--- src/hw/dee_pkg.sv ---
// dee_pkg: constants shared by both ends of the data eeprom erase/program control
// assumes a 125 MHz core clock and 16-bit register writes from the core side
package dee_pkg;
    localparam int          CLK_MHZ        = 125;
    localparam int          CYCLE_US       = 2000;
    localparam int          CYCLE_CLKS     = CYCLE_US * CLK_MHZ;
    localparam int          PWRUP_US       = 64;
    localparam int          PWRUP_CLKS     = PWRUP_US * CLK_MHZ;
    localparam logic [15:0] OFS_OP_CONTROL = 16'h0760;
    localparam logic [15:0] OFS_ADDR_LOW   = 16'h0762;
    localparam logic [15:0] OFS_ADDR_HIGH  = 16'h0764;
    localparam logic [15:0] OFS_UNLOCK_KEY = 16'h0766;
    localparam int          BIT_GO         = 15;
    localparam int          BIT_PERMIT     = 14;
    localparam int          BIT_ABORT_ERR  = 13;
    localparam int          BIT_ERASE      = 6;
    localparam logic [5:0]  OP_WORD_ERASE  = 6'h04;
    localparam logic [5:0]  OP_WORD_PROG   = 6'h04;
    localparam logic [5:0]  OP_BLOCK_PROG  = 6'h0A;
    localparam logic [5:0]  OP_BLOCK_ERASE = 6'h05;
    localparam logic [15:0] CMD_WORD_ERASE = 16'h4044;
    localparam logic [15:0] CMD_WORD_PROG  = 16'h4004;
    localparam logic [15:0] CMD_BLOCK_PROG = 16'h400A;
    localparam logic [7:0]  KEY_FIRST      = 8'h55;
    localparam logic [7:0]  KEY_SECOND     = 8'hAA;
    localparam logic [23:0] EE_BASE        = 24'h7FF000;
    localparam logic [23:0] EE_LAST        = 24'h7FFFFE;
    localparam int          LATCHES        = 16;
    localparam logic [15:0] CTRL_RESET     = 16'h0000;
    typedef enum logic [1:0] {OPK_WORD_ERASE, OPK_WORD_PROG, OPK_BLOCK_PROG} dee_op_t;
    // true when a byte address falls inside the data eeprom window
    function automatic logic dee_in_window(input logic [23:0] a);
        return (a >= EE_BASE) && (a <= EE_LAST);
    endfunction
endpackage

--- src/hw/dee_if.sv ---
// dee_if: core register/table-write port joining the core end and the eeprom controller
// assumes both ends run on the same clock and reset
`timescale 1ns/100ps
interface dee_if;
    logic        reg_wr;
    logic        reg_rd;
    logic [15:0] reg_addr;
    logic [15:0] reg_wdata;
    logic [15:0] reg_rdata;
    logic        tbl_wr;
    logic [23:0] tbl_addr;
    logic [15:0] tbl_wdata;
    logic        done_flag;
    logic        done_clr;
    logic        busy;
    modport ctrl (input reg_wr, reg_rd, reg_addr, reg_wdata, tbl_wr, tbl_addr, tbl_wdata,
                  done_clr, output reg_rdata, done_flag, busy);
    modport core (output reg_wr, reg_rd, reg_addr, reg_wdata, tbl_wr, tbl_addr, tbl_wdata,
                  done_clr, input reg_rdata, done_flag, busy);
endinterface

--- src/hw/dee_ctrl.sv ---
// dee_ctrl: data eeprom erase/program controller (device end)
// assumes core writes arrive on ref_clk_in; cell array model is outside this block
// What this block does
// - go with erase selected starts erase
// - core loads address before erase
// - 0x4044 selects single word erase
// - 0x4004 selects single word program
// - 0x400A selects sixteen word block program
// - keys 55 then AA then go
// - go refused unless permit already set
// - permit and go same write refused
// - hardware clears permit only at reset or power-up
// - clearing permit never aborts running cycle
// - end clears go, sets done flag
// - core clears done flag itself
// - erase takes 2 ms, core runs on
// - program takes 2 ms, core runs on
// - table write updates address registers
// - core erases before programming word; dee_core does not, t_word_prog requests the erase first
// - core loads sixteen latches first
// - power-up clears permit, blocks writes
// - core keeps permit clear normally
// - core may verify written data
// - reset during cycle flags abort error
// - reads during cycle return unspecified data
// - eeprom spans 0x7FF000 to 0x7FFFFE
`timescale 1ns/100ps
module dee_ctrl
    import dee_pkg::*;
#(
    parameter int CYCLE_CNT = CYCLE_CLKS,
    parameter int PWRUP_CNT = PWRUP_CLKS
) (
    input  wire logic        ref_clk_in,
    input  wire logic        rstn_in,
    input  wire logic        por_in,
    dee_if.ctrl              bus,
    output logic             cell_start_out,
    output logic [1:0]       cell_op_out,
    output logic [23:0]      cell_addr_out,
    output logic [LATCHES*16-1:0] cell_latch_out,
    output logic             cell_busy_out
);
    typedef enum logic [1:0] {KEY_IDLE, KEY_GOT1, KEY_ARMED} dee_key_t;
    dee_key_t    key_q;
    logic [15:0] ctrl_q;
    logic        abort_err_q;
    logic        run_q;
    logic [7:0]  addr_hi_q;
    logic [15:0] addr_lo_q;
    logic [31:0] cnt_q;
    logic [31:0] pwr_q;
    logic        done_q;
    logic [15:0] latch_q [LATCHES];
    logic        wr_ctrl;
    logic        wr_key;
    logic        wr_addr_lo;
    logic        wr_addr_hi;
    logic        tbl_hit;
    logic        run_seen_q;
    logic        start;
    logic [5:0]  op_sel;

    // register write strobe for one offset
    function automatic logic reg_hit(input logic        wr,
                                     input logic [15:0] a,
                                     input logic [15:0] ofs);
        return wr && (a == ofs);
    endfunction

    assign wr_ctrl    = reg_hit(bus.reg_wr, bus.reg_addr, OFS_OP_CONTROL);
    assign wr_key     = reg_hit(bus.reg_wr, bus.reg_addr, OFS_UNLOCK_KEY);
    assign wr_addr_lo = reg_hit(bus.reg_wr, bus.reg_addr, OFS_ADDR_LOW);
    assign wr_addr_hi = reg_hit(bus.reg_wr, bus.reg_addr, OFS_ADDR_HIGH);
    // table writes outside the window or during a cycle are ignored
    assign tbl_hit    = bus.tbl_wr && dee_in_window(bus.tbl_addr) && !run_q;
    assign op_sel     = ctrl_q[5:0];
    // permit must already stand, keys armed, outside power-up, not running
    assign start = wr_ctrl && bus.reg_wdata[BIT_GO] && ctrl_q[BIT_PERMIT]
                && (key_q == KEY_ARMED) && !run_q && (pwr_q == 32'd0);

    // unlock tracker
    always_ff @(posedge ref_clk_in or negedge rstn_in) begin
        if (!rstn_in) begin
            key_q <= KEY_IDLE;
        end else if (wr_key) begin
            if (bus.reg_wdata[7:0] == KEY_FIRST)
                key_q <= KEY_GOT1;
            else if (key_q == KEY_GOT1 && bus.reg_wdata[7:0] == KEY_SECOND)
                key_q <= KEY_ARMED;
            else
                key_q <= KEY_IDLE;
        end else if (bus.reg_wr || bus.tbl_wr) begin
            key_q <= KEY_IDLE;
        end
    end

    // control register; permit changes only by software, reset or power-up
    always_ff @(posedge ref_clk_in or negedge rstn_in) begin
        if (!rstn_in) begin
            ctrl_q <= CTRL_RESET;
        end else if (por_in) begin
            ctrl_q <= CTRL_RESET;
        end else if (wr_ctrl) begin
            ctrl_q[BIT_PERMIT] <= bus.reg_wdata[BIT_PERMIT];
            if (!run_q)
                ctrl_q[6:0] <= bus.reg_wdata[6:0];
        end
    end

    // run state one edge back; no reset, so a reset that cuts a cycle still sees it
    always_ff @(posedge ref_clk_in) begin
        run_seen_q <= run_q;
    end

    // abort error: reset arrives with a cycle running
    always_ff @(posedge ref_clk_in) begin
        if (por_in)
            abort_err_q <= 1'b0;
        else if (!rstn_in && run_seen_q)
            abort_err_q <= 1'b1;
        else if (wr_ctrl && !bus.reg_wdata[BIT_ABORT_ERR])
            abort_err_q <= 1'b0;
    end

    // address capture from table writes; left untouched by reset
    always_ff @(posedge ref_clk_in) begin
        if (tbl_hit) begin
            addr_hi_q <= bus.tbl_addr[23:16];
            addr_lo_q <= bus.tbl_addr[15:0];
        end else if (wr_addr_lo && !run_q) begin
            addr_lo_q <= bus.reg_wdata;
        end else if (wr_addr_hi && !run_q) begin
            addr_hi_q <= bus.reg_wdata[7:0];
        end
    end

    // write latches, indexed by word within the block
    always_ff @(posedge ref_clk_in) begin
        if (tbl_hit)
            latch_q[bus.tbl_addr[4:1]] <= bus.tbl_wdata;
    end

    // cycle timer; permit is not looked at once running
    always_ff @(posedge ref_clk_in or negedge rstn_in) begin
        if (!rstn_in) begin
            run_q <= 1'b0;
            cnt_q <= 32'd0;
        end else if (start) begin
            run_q <= 1'b1;
            cnt_q <= 32'(CYCLE_CNT - 1);
        end else if (run_q) begin
            if (cnt_q == 32'd0)
                run_q <= 1'b0;
            else
                cnt_q <= cnt_q - 32'd1;
        end
    end

    // power-up timer
    // starts stay refused until it has run down
    always_ff @(posedge ref_clk_in or negedge rstn_in) begin
        if (!rstn_in)
            pwr_q <= 32'd0;
        else if (por_in)
            pwr_q <= 32'(PWRUP_CNT);
        else if (pwr_q != 32'd0)
            pwr_q <= pwr_q - 32'd1;
    end

    // done flag: set wins over clear
    always_ff @(posedge ref_clk_in or negedge rstn_in) begin
        if (!rstn_in)
            done_q <= 1'b0;
        else if (run_q && cnt_q == 32'd0)
            done_q <= 1'b1;
        else if (bus.done_clr)
            done_q <= 1'b0;
    end

    // register read mux; array reads during a cycle are not defined here
    // go is not stored: bit 15 reads back the running cycle
    always_comb begin
        unique case (bus.reg_addr)
            OFS_OP_CONTROL: bus.reg_rdata = {run_q, ctrl_q[BIT_PERMIT], abort_err_q,
                                             6'h00, ctrl_q[6:0]};
            OFS_ADDR_LOW:   bus.reg_rdata = addr_lo_q;
            OFS_ADDR_HIGH:  bus.reg_rdata = {8'h00, addr_hi_q};
            default:        bus.reg_rdata = 16'h0000;
        endcase
    end

    assign bus.done_flag   = done_q;
    assign bus.busy        = run_q;
    assign cell_start_out  = start;
    assign cell_busy_out   = run_q;
    assign cell_addr_out   = {addr_hi_q, addr_lo_q};
    // erase bit alone picks erase; 0x0A picks block program, other codes word program
    assign cell_op_out     = ctrl_q[BIT_ERASE] ? 2'(OPK_WORD_ERASE)
                           : (op_sel == OP_BLOCK_PROG) ? 2'(OPK_BLOCK_PROG)
                           : 2'(OPK_WORD_PROG);
    genvar gi;
    generate
        for (gi = 0; gi < LATCHES; gi++) begin : g_lat
            assign cell_latch_out[gi*16 +: 16] = latch_q[gi];
        end
    endgenerate
endmodule // dee_ctrl

--- src/flat_wrapper.sv ---
// flat-port wrapper written by rule: the top's interface ports become plain ports
module dee_ctrl_flat import dee_pkg::*;
#(
    parameter int CYCLE_CNT = CYCLE_CLKS,
    parameter int PWRUP_CNT = PWRUP_CLKS
)
  (ref_clk_in, rstn_in, por_in, cell_start_out, cell_op_out, cell_addr_out, cell_latch_out, cell_busy_out, bus_reg_wr, bus_reg_rd, bus_reg_addr, bus_reg_wdata, bus_tbl_wr, bus_tbl_addr, bus_tbl_wdata, bus_done_clr, bus_reg_rdata, bus_done_flag, bus_busy);
  dee_if bus_i ();
  input  wire logic ref_clk_in;
  input  wire logic rstn_in;
  input  wire logic por_in;
  output logic cell_start_out;
  output logic [1:0] cell_op_out;
  output logic [23:0] cell_addr_out;
  output logic [LATCHES*16-1:0] cell_latch_out;
  output logic cell_busy_out;
  input wire logic [$bits(bus_i.reg_wr)-1:0] bus_reg_wr;
  input wire logic [$bits(bus_i.reg_rd)-1:0] bus_reg_rd;
  input wire logic [$bits(bus_i.reg_addr)-1:0] bus_reg_addr;
  input wire logic [$bits(bus_i.reg_wdata)-1:0] bus_reg_wdata;
  input wire logic [$bits(bus_i.tbl_wr)-1:0] bus_tbl_wr;
  input wire logic [$bits(bus_i.tbl_addr)-1:0] bus_tbl_addr;
  input wire logic [$bits(bus_i.tbl_wdata)-1:0] bus_tbl_wdata;
  input wire logic [$bits(bus_i.done_clr)-1:0] bus_done_clr;
  output wire logic [$bits(bus_i.reg_rdata)-1:0] bus_reg_rdata;
  output wire logic [$bits(bus_i.done_flag)-1:0] bus_done_flag;
  output wire logic [$bits(bus_i.busy)-1:0] bus_busy;
  assign bus_i.reg_wr = bus_reg_wr;
  assign bus_i.reg_rd = bus_reg_rd;
  assign bus_i.reg_addr = bus_reg_addr;
  assign bus_i.reg_wdata = bus_reg_wdata;
  assign bus_i.tbl_wr = bus_tbl_wr;
  assign bus_i.tbl_addr = bus_tbl_addr;
  assign bus_i.tbl_wdata = bus_tbl_wdata;
  assign bus_i.done_clr = bus_done_clr;
  assign bus_reg_rdata = bus_i.reg_rdata;
  assign bus_done_flag = bus_i.done_flag;
  assign bus_busy = bus_i.busy;
  dee_ctrl #(.CYCLE_CNT(CYCLE_CNT), .PWRUP_CNT(PWRUP_CNT)) u_core (.ref_clk_in(ref_clk_in), .rstn_in(rstn_in), .por_in(por_in), .bus(bus_i), .cell_start_out(cell_start_out), .cell_op_out(cell_op_out), .cell_addr_out(cell_addr_out), .cell_latch_out(cell_latch_out), .cell_busy_out(cell_busy_out));
endmodule
--- config.mk ---
export PLATFORM = sky130hd
export DESIGN_NAME = dee_ctrl_flat
export DESIGN_NICKNAME = d
export VERILOG_FILES = /design/src/hw/dee_pkg.sv /design/src/hw/dee_if.sv /design/src/hw/dee_ctrl.sv /design/src/flat_wrapper.sv
export SDC_FILE = /design/constraint.sdc
export NUM_CORES = 1
export LEC_CHECK = 0
export BUFFER_PORTS_ARGS = -buffer_cell sky130_fd_sc_hd__buf_4
export CAP_MARGIN = 5
export CELL_PAD_IN_SITES_DETAIL_PLACEMENT = 1
export CELL_PAD_IN_SITES_GLOBAL_PLACEMENT = 1
export CORE_MARGIN = 2
export CORE_UTILIZATION = 42
export DETAILED_ROUTE_END_ITERATION = 16
export PLACE_DENSITY_LB_ADDON = 0.12
export SKIP_LAST_GASP = 1
export SLEW_MARGIN = 15
export SYNTH_ARGS = -nofsm -noshare
export SYNTH_HDL_FRONTEND = slang
export SYNTH_SLANG_ARGS = --single-unit
--- constraint.sdc ---
create_clock -name ref_clk_in -period 4 [get_ports ref_clk_in]
set_input_delay 0.2 -clock ref_clk_in [delete_from_list [all_inputs] [get_ports ref_clk_in]]
set_output_delay 0.2 -clock ref_clk_in [all_outputs]
set_load 0.01 [all_outputs]
Word level (Yosys, flattened, before mapping) --
Memory sizes are Yosys's and may differ from the RTL's. Index checks and enable logic that the tools add are counted.
Word-level totals: flip-flop bits (word level) 102, bits in latches 0, RAM bits 256, bits in read-only memories 0, bits of input ports 79, output and inout bits 302, word-level logic and storage cells 95, memories kept 1
Memory list:
- u_core.latch_q | words 16, bits a word 16, rd ports 16, clocked after Yosys merged registers in 0, wr ports 1, line dee_ctrl.sv:54 | logic [15:0] latch_q [LATCHES];
Operators by class: add/sub/neg operators 2, multipliers 0, divide/modulo/power cells 0, magnitude comparators 2, eq/ne operators 12, shift operators 0, mux-type cells 31, bitwise gates (word level) 0, reductions and logical operators 36
Operators by type and width (number):
- $mux 32 | 5
- $eq 16x11->1 const B | 4
- $logic_not 32->1 | 2
- $sub 32x1->32 const B | 2
- $pmux 16 s3 | 1
- $mux 16 | 2
- $reduce_bool 32->1 | 1
- $ge 24x23->1 const B | 1
- $le 24x23->1 const B | 1
- $mux 8 | 3
- $mux 7 | 3
- $logic_and 1x1->1 | 18
- $reduce_bool 2->1 | 8
- $mux 2 | 6
- $mux 1 | 11
- $eq 8x7->1 const B | 1
- $eq 8x8->1 const B | 1
- $eq 6x4->1 const B | 1
- $reduce_and 2->1 | 3
- $ne 2x2->1 const B | 2
- $logic_not 1->1 | 3
- $eq 2x1->1 const B | 1
- $eq 2x2->1 const B | 1
- $ne 2x1->1 const B | 1
- $logic_or 1x1->1 | 1

Depth between registers and ports, before layout --
Gate-level depths: netlist of run 1.
depth after elaboration 9, mapped depth 9, depth with buffers taken out 8

Worst setup path after synthesis of run 1 --
OpenSTA, ideal clock, no wires.
path type register -> register, start point register u_core.run_q, in the netlist u_core.bus.busy, end point memory u_core.latch_q[1][0], enable pin, library setup time 413 ps, arrival 2826 ps, required time 3587 ps, slack 761 ps, stages on the path, launching flop included 7, buffers on the path 1, cell sequence dfrtp_1 > inv_1 > nand4_1 > nor4_1 > clkbuf_1 > and3b_1 > nor3b_1
On the way: longest elaborated chain between the ends 4
Ends and longest elaborated chain:
- from (decl) | line dee_ctrl.sv:48 | logic run_q;
- from (signal assigned) | line dee_ctrl.sv:147 | run_q <= 1'b0;
- from (signal assigned) | line dee_ctrl.sv:150 | run_q <= 1'b1;
- from (signal assigned) | line dee_ctrl.sv:154 | run_q <= 1'b0;
- $logic_not 1->1 | line dee_ctrl.sv:76 | assign tbl_hit = bus.tbl_wr && dee_in_window(bus.tbl_addr) && !run_q;
- $logic_and 1x1->1 | line dee_ctrl.sv:76
- $mux 1 | line dee_ctrl.sv:140 | if (tbl_hit)
- $mux 1 (implied by the code) | line dee_ctrl.sv:141 | latch_q[bus.tbl_addr[4:1]] <= bus.tbl_wdata;
- to (decl) | line dee_ctrl.sv:54
Every way passes these cells.

Worst setup path in the final report of run 1 --
start point register u_core.pwr_q[0], end point output port cell_start_out
On the way: longest elaborated chain between the ends 2
Ends and longest elaborated chain:
- from (decl) | line dee_ctrl.sv:52 | logic [31:0] pwr_q;
- from (signal assigned) | line dee_ctrl.sv:166 | pwr_q <= 32'(PWRUP_CNT);
- from (signal assigned) | line dee_ctrl.sv:168 | pwr_q <= pwr_q - 32'd1;
- $logic_not 32->1 | line dee_ctrl.sv:80 | && (key_q == KEY_ARMED) && !run_q && (pwr_q == 32'd0);
- $logic_and 1x1->1 | line dee_ctrl.sv:80
- to (decl) | line flat_wrapper.sv:12 | output logic cell_start_out;
Every way passes these cells.

==> impl_metrics.tcl, run 1 <==
set metrics [dict create \
    muxShareOfSynthArea 0.0209 \
    numPlacedInstances 1591 \
    globalRouteTotalUtil 0.253 \
    crit_path_max_fanout 8 \
    grt_remaining_overflow 0 \
    synth.yosys.seq_area_share 0.784 \
    post-route-period-util 0.774 \
    vias_in_the_first_global_route 9273 \
    io_pins 381 \
    fp.dieArea_um2 32900 \
    worst_ep_arrival_time_ns 2.90 \
    power_density_nw_per_um2 423 \
    synth_top_flop_cell "sky130_fd_sc_hd__edfxtp_1" \
    status "finished clean" \
    synth_edf_count 280 \
    cts.clk_slew.worst_paths_ns 0.06 \
    tightest_slew_ns 0.894 \
    htree_num_levels 2 \
    post_synthesis_compound_gate_area_fraction 0.0498 \
    synth.most_common_cell "sky130_fd_sc_hd__edfxtp_1" \
    vias_per_cell 5.31 \
    smallest_setup_slack_after_layout_ns 0.903 \
    timing.max_slew.rel_slack 0.396 \
    hold-worst-slack_ns 0.0289 \
    post_synthesis_simple_gate_area_fraction 0.122 \
    synthesized_net_count 896 \
    finalSetupViolations 0 \
    antenna_cells_inserted 0 \
    io_buffers 379 \
    die_width_um 181 \
    synthArstFlopShare 0.212 \
    worst-setup-path-type "flip-flop to output port" \
    synth_top_area_frac 0.637 \
    grt_pass1_wl_mm 61.8 \
    static_leakage_power_nw 6.90 \
    synth_adder_area_share 0.00379 \
    place_area_um2 16700 \
    dp_hpwl_mm 30.0 \
    syn_area_um2 13200 \
    synth_commonest_cells "sky130_fd_sc_hd__edfxtp_1 (280), sky130_fd_sc_hd__dfrtp_1 (76), sky130_fd_sc_hd__nor2_1 (50)" \
    core-area_um2 30700 \
    yosys.cell_types.count 64 \
    cts_tree "built" \
    areaGrowthSynthToFinish_pct 37.4 \
    worst-endpoint-required_ns 3.80 \
    ir_drop_uv 302 \
    finalWeightedCongestion 0.792 \
    timing.setup.tns_ns 0 \
    clock_tree.buffer_depth 3 \
    cts_buffers 39 \
    dp_slack_ns 1.31 \
    finish.utilization 0.590 \
    max_clock_freq_ghz 0.323 \
    rsz0062_at_grt "false" \
    wirelength_mm 42.1 \
    avgRoutedWirePerCell_um 25.0 \
    synth_top_cells_by_area "sky130_fd_sc_hd__edfxtp_1 (64%), sky130_fd_sc_hd__dfrtp_1 (14%), sky130_fd_sc_hd__nor2_1 (1.4%)" \
    finish.cell_count_without_fillers 1687 \
    antenna_found_initial 0 \
    layout_cells_sized_above_1 0.395 \
    clock_insertion_delay_worst_skew_ns 0.53 \
    syn-instance-count 813 \
    cts_resized 0 \
    synth_xor_area_frac 0.00929 \
    avg_synthesized_cell_area_um2 16.2 \
    totalPowerFinal_mw 7.68 \
    first_iter_violations 570 \
    maxCapViolations 0 \
    dominant_combinational_cell_family_by_area_after_synthesis "simple AND/OR/NAND/NOR gates" \
    die_h_um 181 \
    worstSetupStartpointType "flip-flop" \
    rows 64 \
    initial_utilization 0.429 \
    clock_tree.root_cell "sky130_fd_sc_hd__clkbuf_16" \
    skew_ns 0.0143 \
    final-max-slew-violation-count 0 \
    synth_largest_area_cell "sky130_fd_sc_hd__edfxtp_1" \
    synth_seq_cells 358 \
    final-hold-violation-count 0 \
    endpoint_kind "output port" \
    fin_nets 1345 \
    grt_max_degree 48 \
    postRouteAntennaNets 0 \
    yosys_warnings 0 \
    hold_buffers 26 \
    remaining_drc_errors 0 \
    detailroute.via_count 8961 \
    worst_hold_path_type "input pin to flip-flop" \
    cts.repair_timing.setup_buffer_count 0 \
    cts.sink_count 358 \
    final_design_area_no_fill_um2 18100 \
    min_period_ns 3.10 \
    drtPass1Iterations 5 \
]
[power by group]
group | total, mW | switching (mW) | internal (mW) | leakage, nW
Sequential | 4.05 | 0.0171 | 4.03 | 3.42
Clock | 3.37 | 1.42 | 1.95 | 0.578
Combinational | 0.258 | 0.148 | 0.109 | 2.90
[routing by layer]
layer / part of all wire / global-route usage
met1: 0.39 / 0.307
met2: 0.52 / 0.443
met3: 0.061 / 0.0554
met4: 0.036 / 0.0911
met5: 0 / 0
[cell usage in the layout (no fill, tap or decap), types with 16 or more instances in the layout]
cell type                       count
sky130_fd_sc_hd__edfxtp_1         280
sky130_fd_sc_hd__buf_4            404
sky130_fd_sc_hd__dfrtp_1           76
sky130_fd_sc_hd__or3_1             17
sky130_fd_sc_hd__nand2_1           44
sky130_fd_sc_hd__dlygate4sd3_1     26
sky130_fd_sc_hd__a21oi_1           30
sky130_fd_sc_hd__clkbuf_16         40
sky130_fd_sc_hd__nor2_1            43
sky130_fd_sc_hd__nand3_1           17
sky130_fd_sc_hd__nor4_1            16
sky130_fd_sc_hd__nor3_1            19
sky130_fd_sc_hd__o21ai_0           21
sky130_fd_sc_hd__or4_1             16
[state kept, by name, summed over array words and instances, names as in the netlist, 2 cells and up]
name	flops
u_core.addr_hi_q	8
u_core.addr_lo_q	16
u_core.cnt_q	32
u_core.ctrl_q	8
u_core.key_q	2
u_core.latch_q	256
u_core.pwr_q	32
[logic make-up (layout without fill, tap and decap cells)]
group / count (synthesis) / after routing
mux: 26 / 26
compound gates: 102 / 102
buf+inv: 31 / 509
fa+ha+maj: 4 / 4
xor+xnor: 14 / 14
simple gates: 278 / 278
flops: 358 / 358
[critical path, stage by stage (launching register included)]
cell and delay (ns):
sky130_fd_sc_hd__dfrtp_1 0.40, sky130_fd_sc_hd__inv_1 0.13, sky130_fd_sc_hd__ha_1 0.16, sky130_fd_sc_hd__nor4b_1 0.30, sky130_fd_sc_hd__nand4_1 0.43, sky130_fd_sc_hd__nor3_1 0.39
sky130_fd_sc_hd__nand3_2 0.25, sky130_fd_sc_hd__inv_1 0.18, sky130_fd_sc_hd__buf_4 0.14
[final cells by class]
| type | count | area [um2] |
|---|---|---|
| fillers | 2997 | 12600 |
| multi-input cells | 424 | 2760 |
| inverters | 9 | 33.8 |
| repair buffers | 430 | 3290 |
| flip-flops and latches | 358 | 10300 |
| clock buffers | 52 | 1080 |
| well taps | 396 | 495 |
| clock inverters | 18 | 123 |
[final timing paths]
| path | start | to | slack, ns | cells past startpoint |
|---|---|---|---|---|
| hold / removal | bus_tbl_wdata[3] | u_core.latch_q[5][3] | 0.03 | 1 |
| setup reg to reg | u_core.bus.busy | u_core.cnt_q[9] | 1.32 | 6 |
| min in group asynchronous | rstn_in | u_core.cnt_q[2] | 0.25 | 2 |
| hold reg to reg | u_core.run_seen_q | u_core.abort_err_q | 0.47 | 2 |
| max in group asynchronous | rstn_in | u_core.cnt_q[20] | 2.89 | 3 |
| setup / recovery | u_core.pwr_q[0] | cell_start_out | 0.90 | 8 |
(Power assumes the default switching activity.)
==> run 2, diff against run 1 <==
- ABC_AREA: default -> 1
- CORE_UTILIZATION: 42 -> 37
- clock period: 4 -> 2.84 ns (I/O delays scaled with it)
==> run 2 against run 1 <==
Clock skew rose by 0.0059 ns. Sequential share of layout area fell by 4.3 points. Worst hold slack got worse by 0.0030 ns. Wire length increased by 13%. Combinational power is 63% higher. Die area increased by 20%. Clock power up 56%. Count of clock-buffer cells in the layout increased by 5. Flip-flop and latch count unchanged. Critical path type is now input pin to flip-flop.
==> impl_metrics.tcl, run 2 <==
set metrics [dict create \
    crit_cells 10 \
    final-hold-violation-count 0 \
    first_iter_violations 621 \
    remaining_drc_errors 0 \
    smallest_setup_slack_after_layout_ns 0.312 \
    io_buffers 379 \
    cts_tree "built" \
    globalRouteTotalUtil 0.237 \
    avg_synthesized_cell_area_um2 11.9 \
    antenna_found_initial 0 \
    vias_per_cell 4.84 \
    endpoint_kind "flip-flop" \
    synth_top_cells_by_area "sky130_fd_sc_hd__edfxtp_1 (60%), sky130_fd_sc_hd__dfrtp_1 (14%), sky130_fd_sc_hd__nand2_1 (7.3%)" \
    max_clock_freq_ghz 0.396 \
    synth_top_area_frac 0.599 \
    finalWeightedCongestion 0.912 \
    most-common-layout-cells "sky130_fd_sc_hd__buf_4 (408), sky130_fd_sc_hd__edfxtp_1 (280), sky130_fd_sc_hd__nand2_1 (273), sky130_fd_sc_hd__nor2_1 (183), sky130_fd_sc_hd__inv_1 (98)" \
    min_period_ns 2.53 \
    core-area_um2 37500 \
    htree_num_levels 2 \
    finish.utilization 0.523 \
    synth_largest_area_cell "sky130_fd_sc_hd__edfxtp_1" \
    ir_drop_uv 396 \
    worst-endpoint-required_ns 3.13 \
    number_of_flip_flops_in_the_largest_register 256 \
    grt_max_degree 51 \
    yosys_warnings 0 \
    fin_nets 1752 \
    r2r.worst_path.cells 9 \
    layout_cells_sized_above_1 0.312 \
    io_pins 381 \
    synth_top_flop_cell "sky130_fd_sc_hd__edfxtp_1" \
    worst_ep_arrival_time_ns 2.82 \
    syn_area_um2 14000 \
    crit_buf_inv 4 \
    timing.setup.tns_ns 0 \
    clock_insertion_delay_worst_skew_ns 0.56 \
    initial_utilization 0.375 \
    critical-path-top-delay-family "buffers and inverters" \
    cp_slowest_stage_delay_ns 0.57 \
    timing.max_slew.rel_slack 0.549 \
    avgRoutedWirePerCell_um 21.6 \
    synthesized_net_count 1264 \
    cpMaxStageDelayCell "sky130_fd_sc_hd__dlygate4sd3_1" \
    synth_seq_cells 358 \
    synth_commonest_cells "sky130_fd_sc_hd__edfxtp_1 (280), sky130_fd_sc_hd__nand2_1 (273), sky130_fd_sc_hd__nor2_1 (199)" \
    post-route-period-util 0.890 \
    worst-setup-path-type "input pin to flip-flop" \
    nFillCells 4068 \
    synth.yosys.seq_area_share 0.737 \
    static_leakage_power_nw 8.26 \
    multiInputGateArea_um2 3200 \
    tightest_slew_ns 0.676 \
    yosys.cell_types.count 43 \
    final_design_area_no_fill_um2 19600 \
    worst_hold_path_type "input pin to flip-flop" \
    rsz0062_at_grt "false" \
    skew_ns 0.0202 \
    postRouteAntennaNets 0 \
    finalSetupViolations 0 \
    worst_hold_depth 3 \
    cts.clk_slew.worst_paths_ns 0.06 \
    synthArstFlopShare 0.212 \
    drtPass1Iterations 5 \
    crit_path_frequent_cell "sky130_fd_sc_hd__nand2_1" \
    cts.sink_count 358 \
    status "finished clean" \
    antenna_cells_inserted 0 \
    die_width_um 199 \
    synth_edf_count 280 \
    power_density_nw_per_um2 580 \
    synth.most_common_cell "sky130_fd_sc_hd__edfxtp_1" \
    layout_commonest_cell "sky130_fd_sc_hd__buf_4" \
    dp_hpwl_mm 34.7 \
    dp_slack_ns 0.612 \
    worstSetupStartpointType "input pin" \
    crit_path_max_fanout 27 \
    syn-instance-count 1181 \
    cts_resized 0 \
    ff_latch_area_um2 10300 \
    clock_tree.root_cell "sky130_fd_sc_hd__clkbuf_16" \
    final-max-slew-violation-count 0 \
    die_h_um 199 \
    wirelength_mm 47.7 \
    critical_path_cell_list "dlygate4sd3_1, buf_4, nand2_2, nor4_2, nand2_1, nand2_4, inv_2, nand2_1, nand2_1, dlygate4sd3_1" \
    vias_in_the_first_global_route 11000 \
    cts_buffers 40 \
    maxCapViolations 0 \
    place_area_um2 17700 \
    clock_tree.buffer_depth 3 \
    detailroute.via_count 10700 \
    fp.dieArea_um2 39500 \
    rows 71 \
    grt_remaining_overflow 0 \
    grt_pass1_wl_mm 69.1 \
    areaGrowthSynthToFinish_pct 39.5 \
]
==> run 2: where the power goes <==
group          internal (mW)  switching (mW)
clock                   3.10            2.15
sequential              5.67          0.0200
combinational          0.174           0.247
total                   8.95            2.42
==> run 2: metal layers <==
metal  track usage  vias up  share of wire
met5             0        -              0
met3        0.0546       64          0.069
met4        0.0672        0          0.023
met2         0.416      400           0.50
li1              -     4949              -
met1         0.291     5301           0.40
==> run 2: cell type report <==
class                      instances  area share
inverter                         107      0.0208
clock buffer                      57      0.0580
timing repair buffer             465       0.186
sequential                       358       0.528
multi-input combinational        697       0.163
tap                              511      0.0326
clock inverter                    17      0.0112
==> run 2: final timing paths <==
kind,from,to,slack [ns]
min in group asynchronous,rstn_in,u_core.cnt_q[5],0.19
worst min register to register,u_core.run_seen_q,u_core.abort_err_q,0.44
worst max-delay path,bus_tbl_addr[4],u_core.addr_lo_q[10],0.31
worst min-delay path,bus_tbl_addr[1],u_core.addr_lo_q[1],0.03
worst max register to register,u_core.bus.busy,u_core.addr_lo_q[10],0.47
max in group asynchronous,rstn_in,u_core.ctrl_q[1],1.72
==> run 2: cell families (layout without fill, tap and decap cells) <==
group / Yosys count / after routing / share of synthesized area
buffers and inverters: 126 / 646 / 0.0381
adder cells (fa/ha/maj): 4 / 4 / 0.00356
AO/OA/AOI/OAI: 36 / 36 / 0.0146
XOR/XNOR: 10 / 10 / 0.00624
flip-flops: 358 / 358 / 0.737
AND/OR/NAND/NOR: 647 / 647 / 0.200
==> run 2: worst register-to-register path, stage by stage (launching register included) <==
cell                            delay (ns)
sky130_fd_sc_hd__dfrtp_1              0.39
sky130_fd_sc_hd__inv_2                0.09
sky130_fd_sc_hd__nand2_1              0.07
sky130_fd_sc_hd__nor3_2               0.11
sky130_fd_sc_hd__nor3b_4              0.35
sky130_fd_sc_hd__nand2_4              0.25
sky130_fd_sc_hd__inv_2                0.28
sky130_fd_sc_hd__nand2_1              0.08
sky130_fd_sc_hd__nand2_1              0.06
sky130_fd_sc_hd__dlygate4sd3_1        0.55
==> run 2: what timing repair did <==
item                                    CTS  global route
endpoints found under the setup margin    0             0
endpoints found under the hold margin   367             0
hold buffers                             56             0
setup buffers                             0             0
==> run 2: through the flow <==
step                power, mW  hold WS [ns]  cells
floorplan                5.93        -0.154   1181
global placement         6.15        0.0127   2082
detailed placement       6.16        0.0185   2082
CTS                      11.5        0.0103   2212
global route             11.7        0.0502   2212
finish                   11.4        0.0259   2212
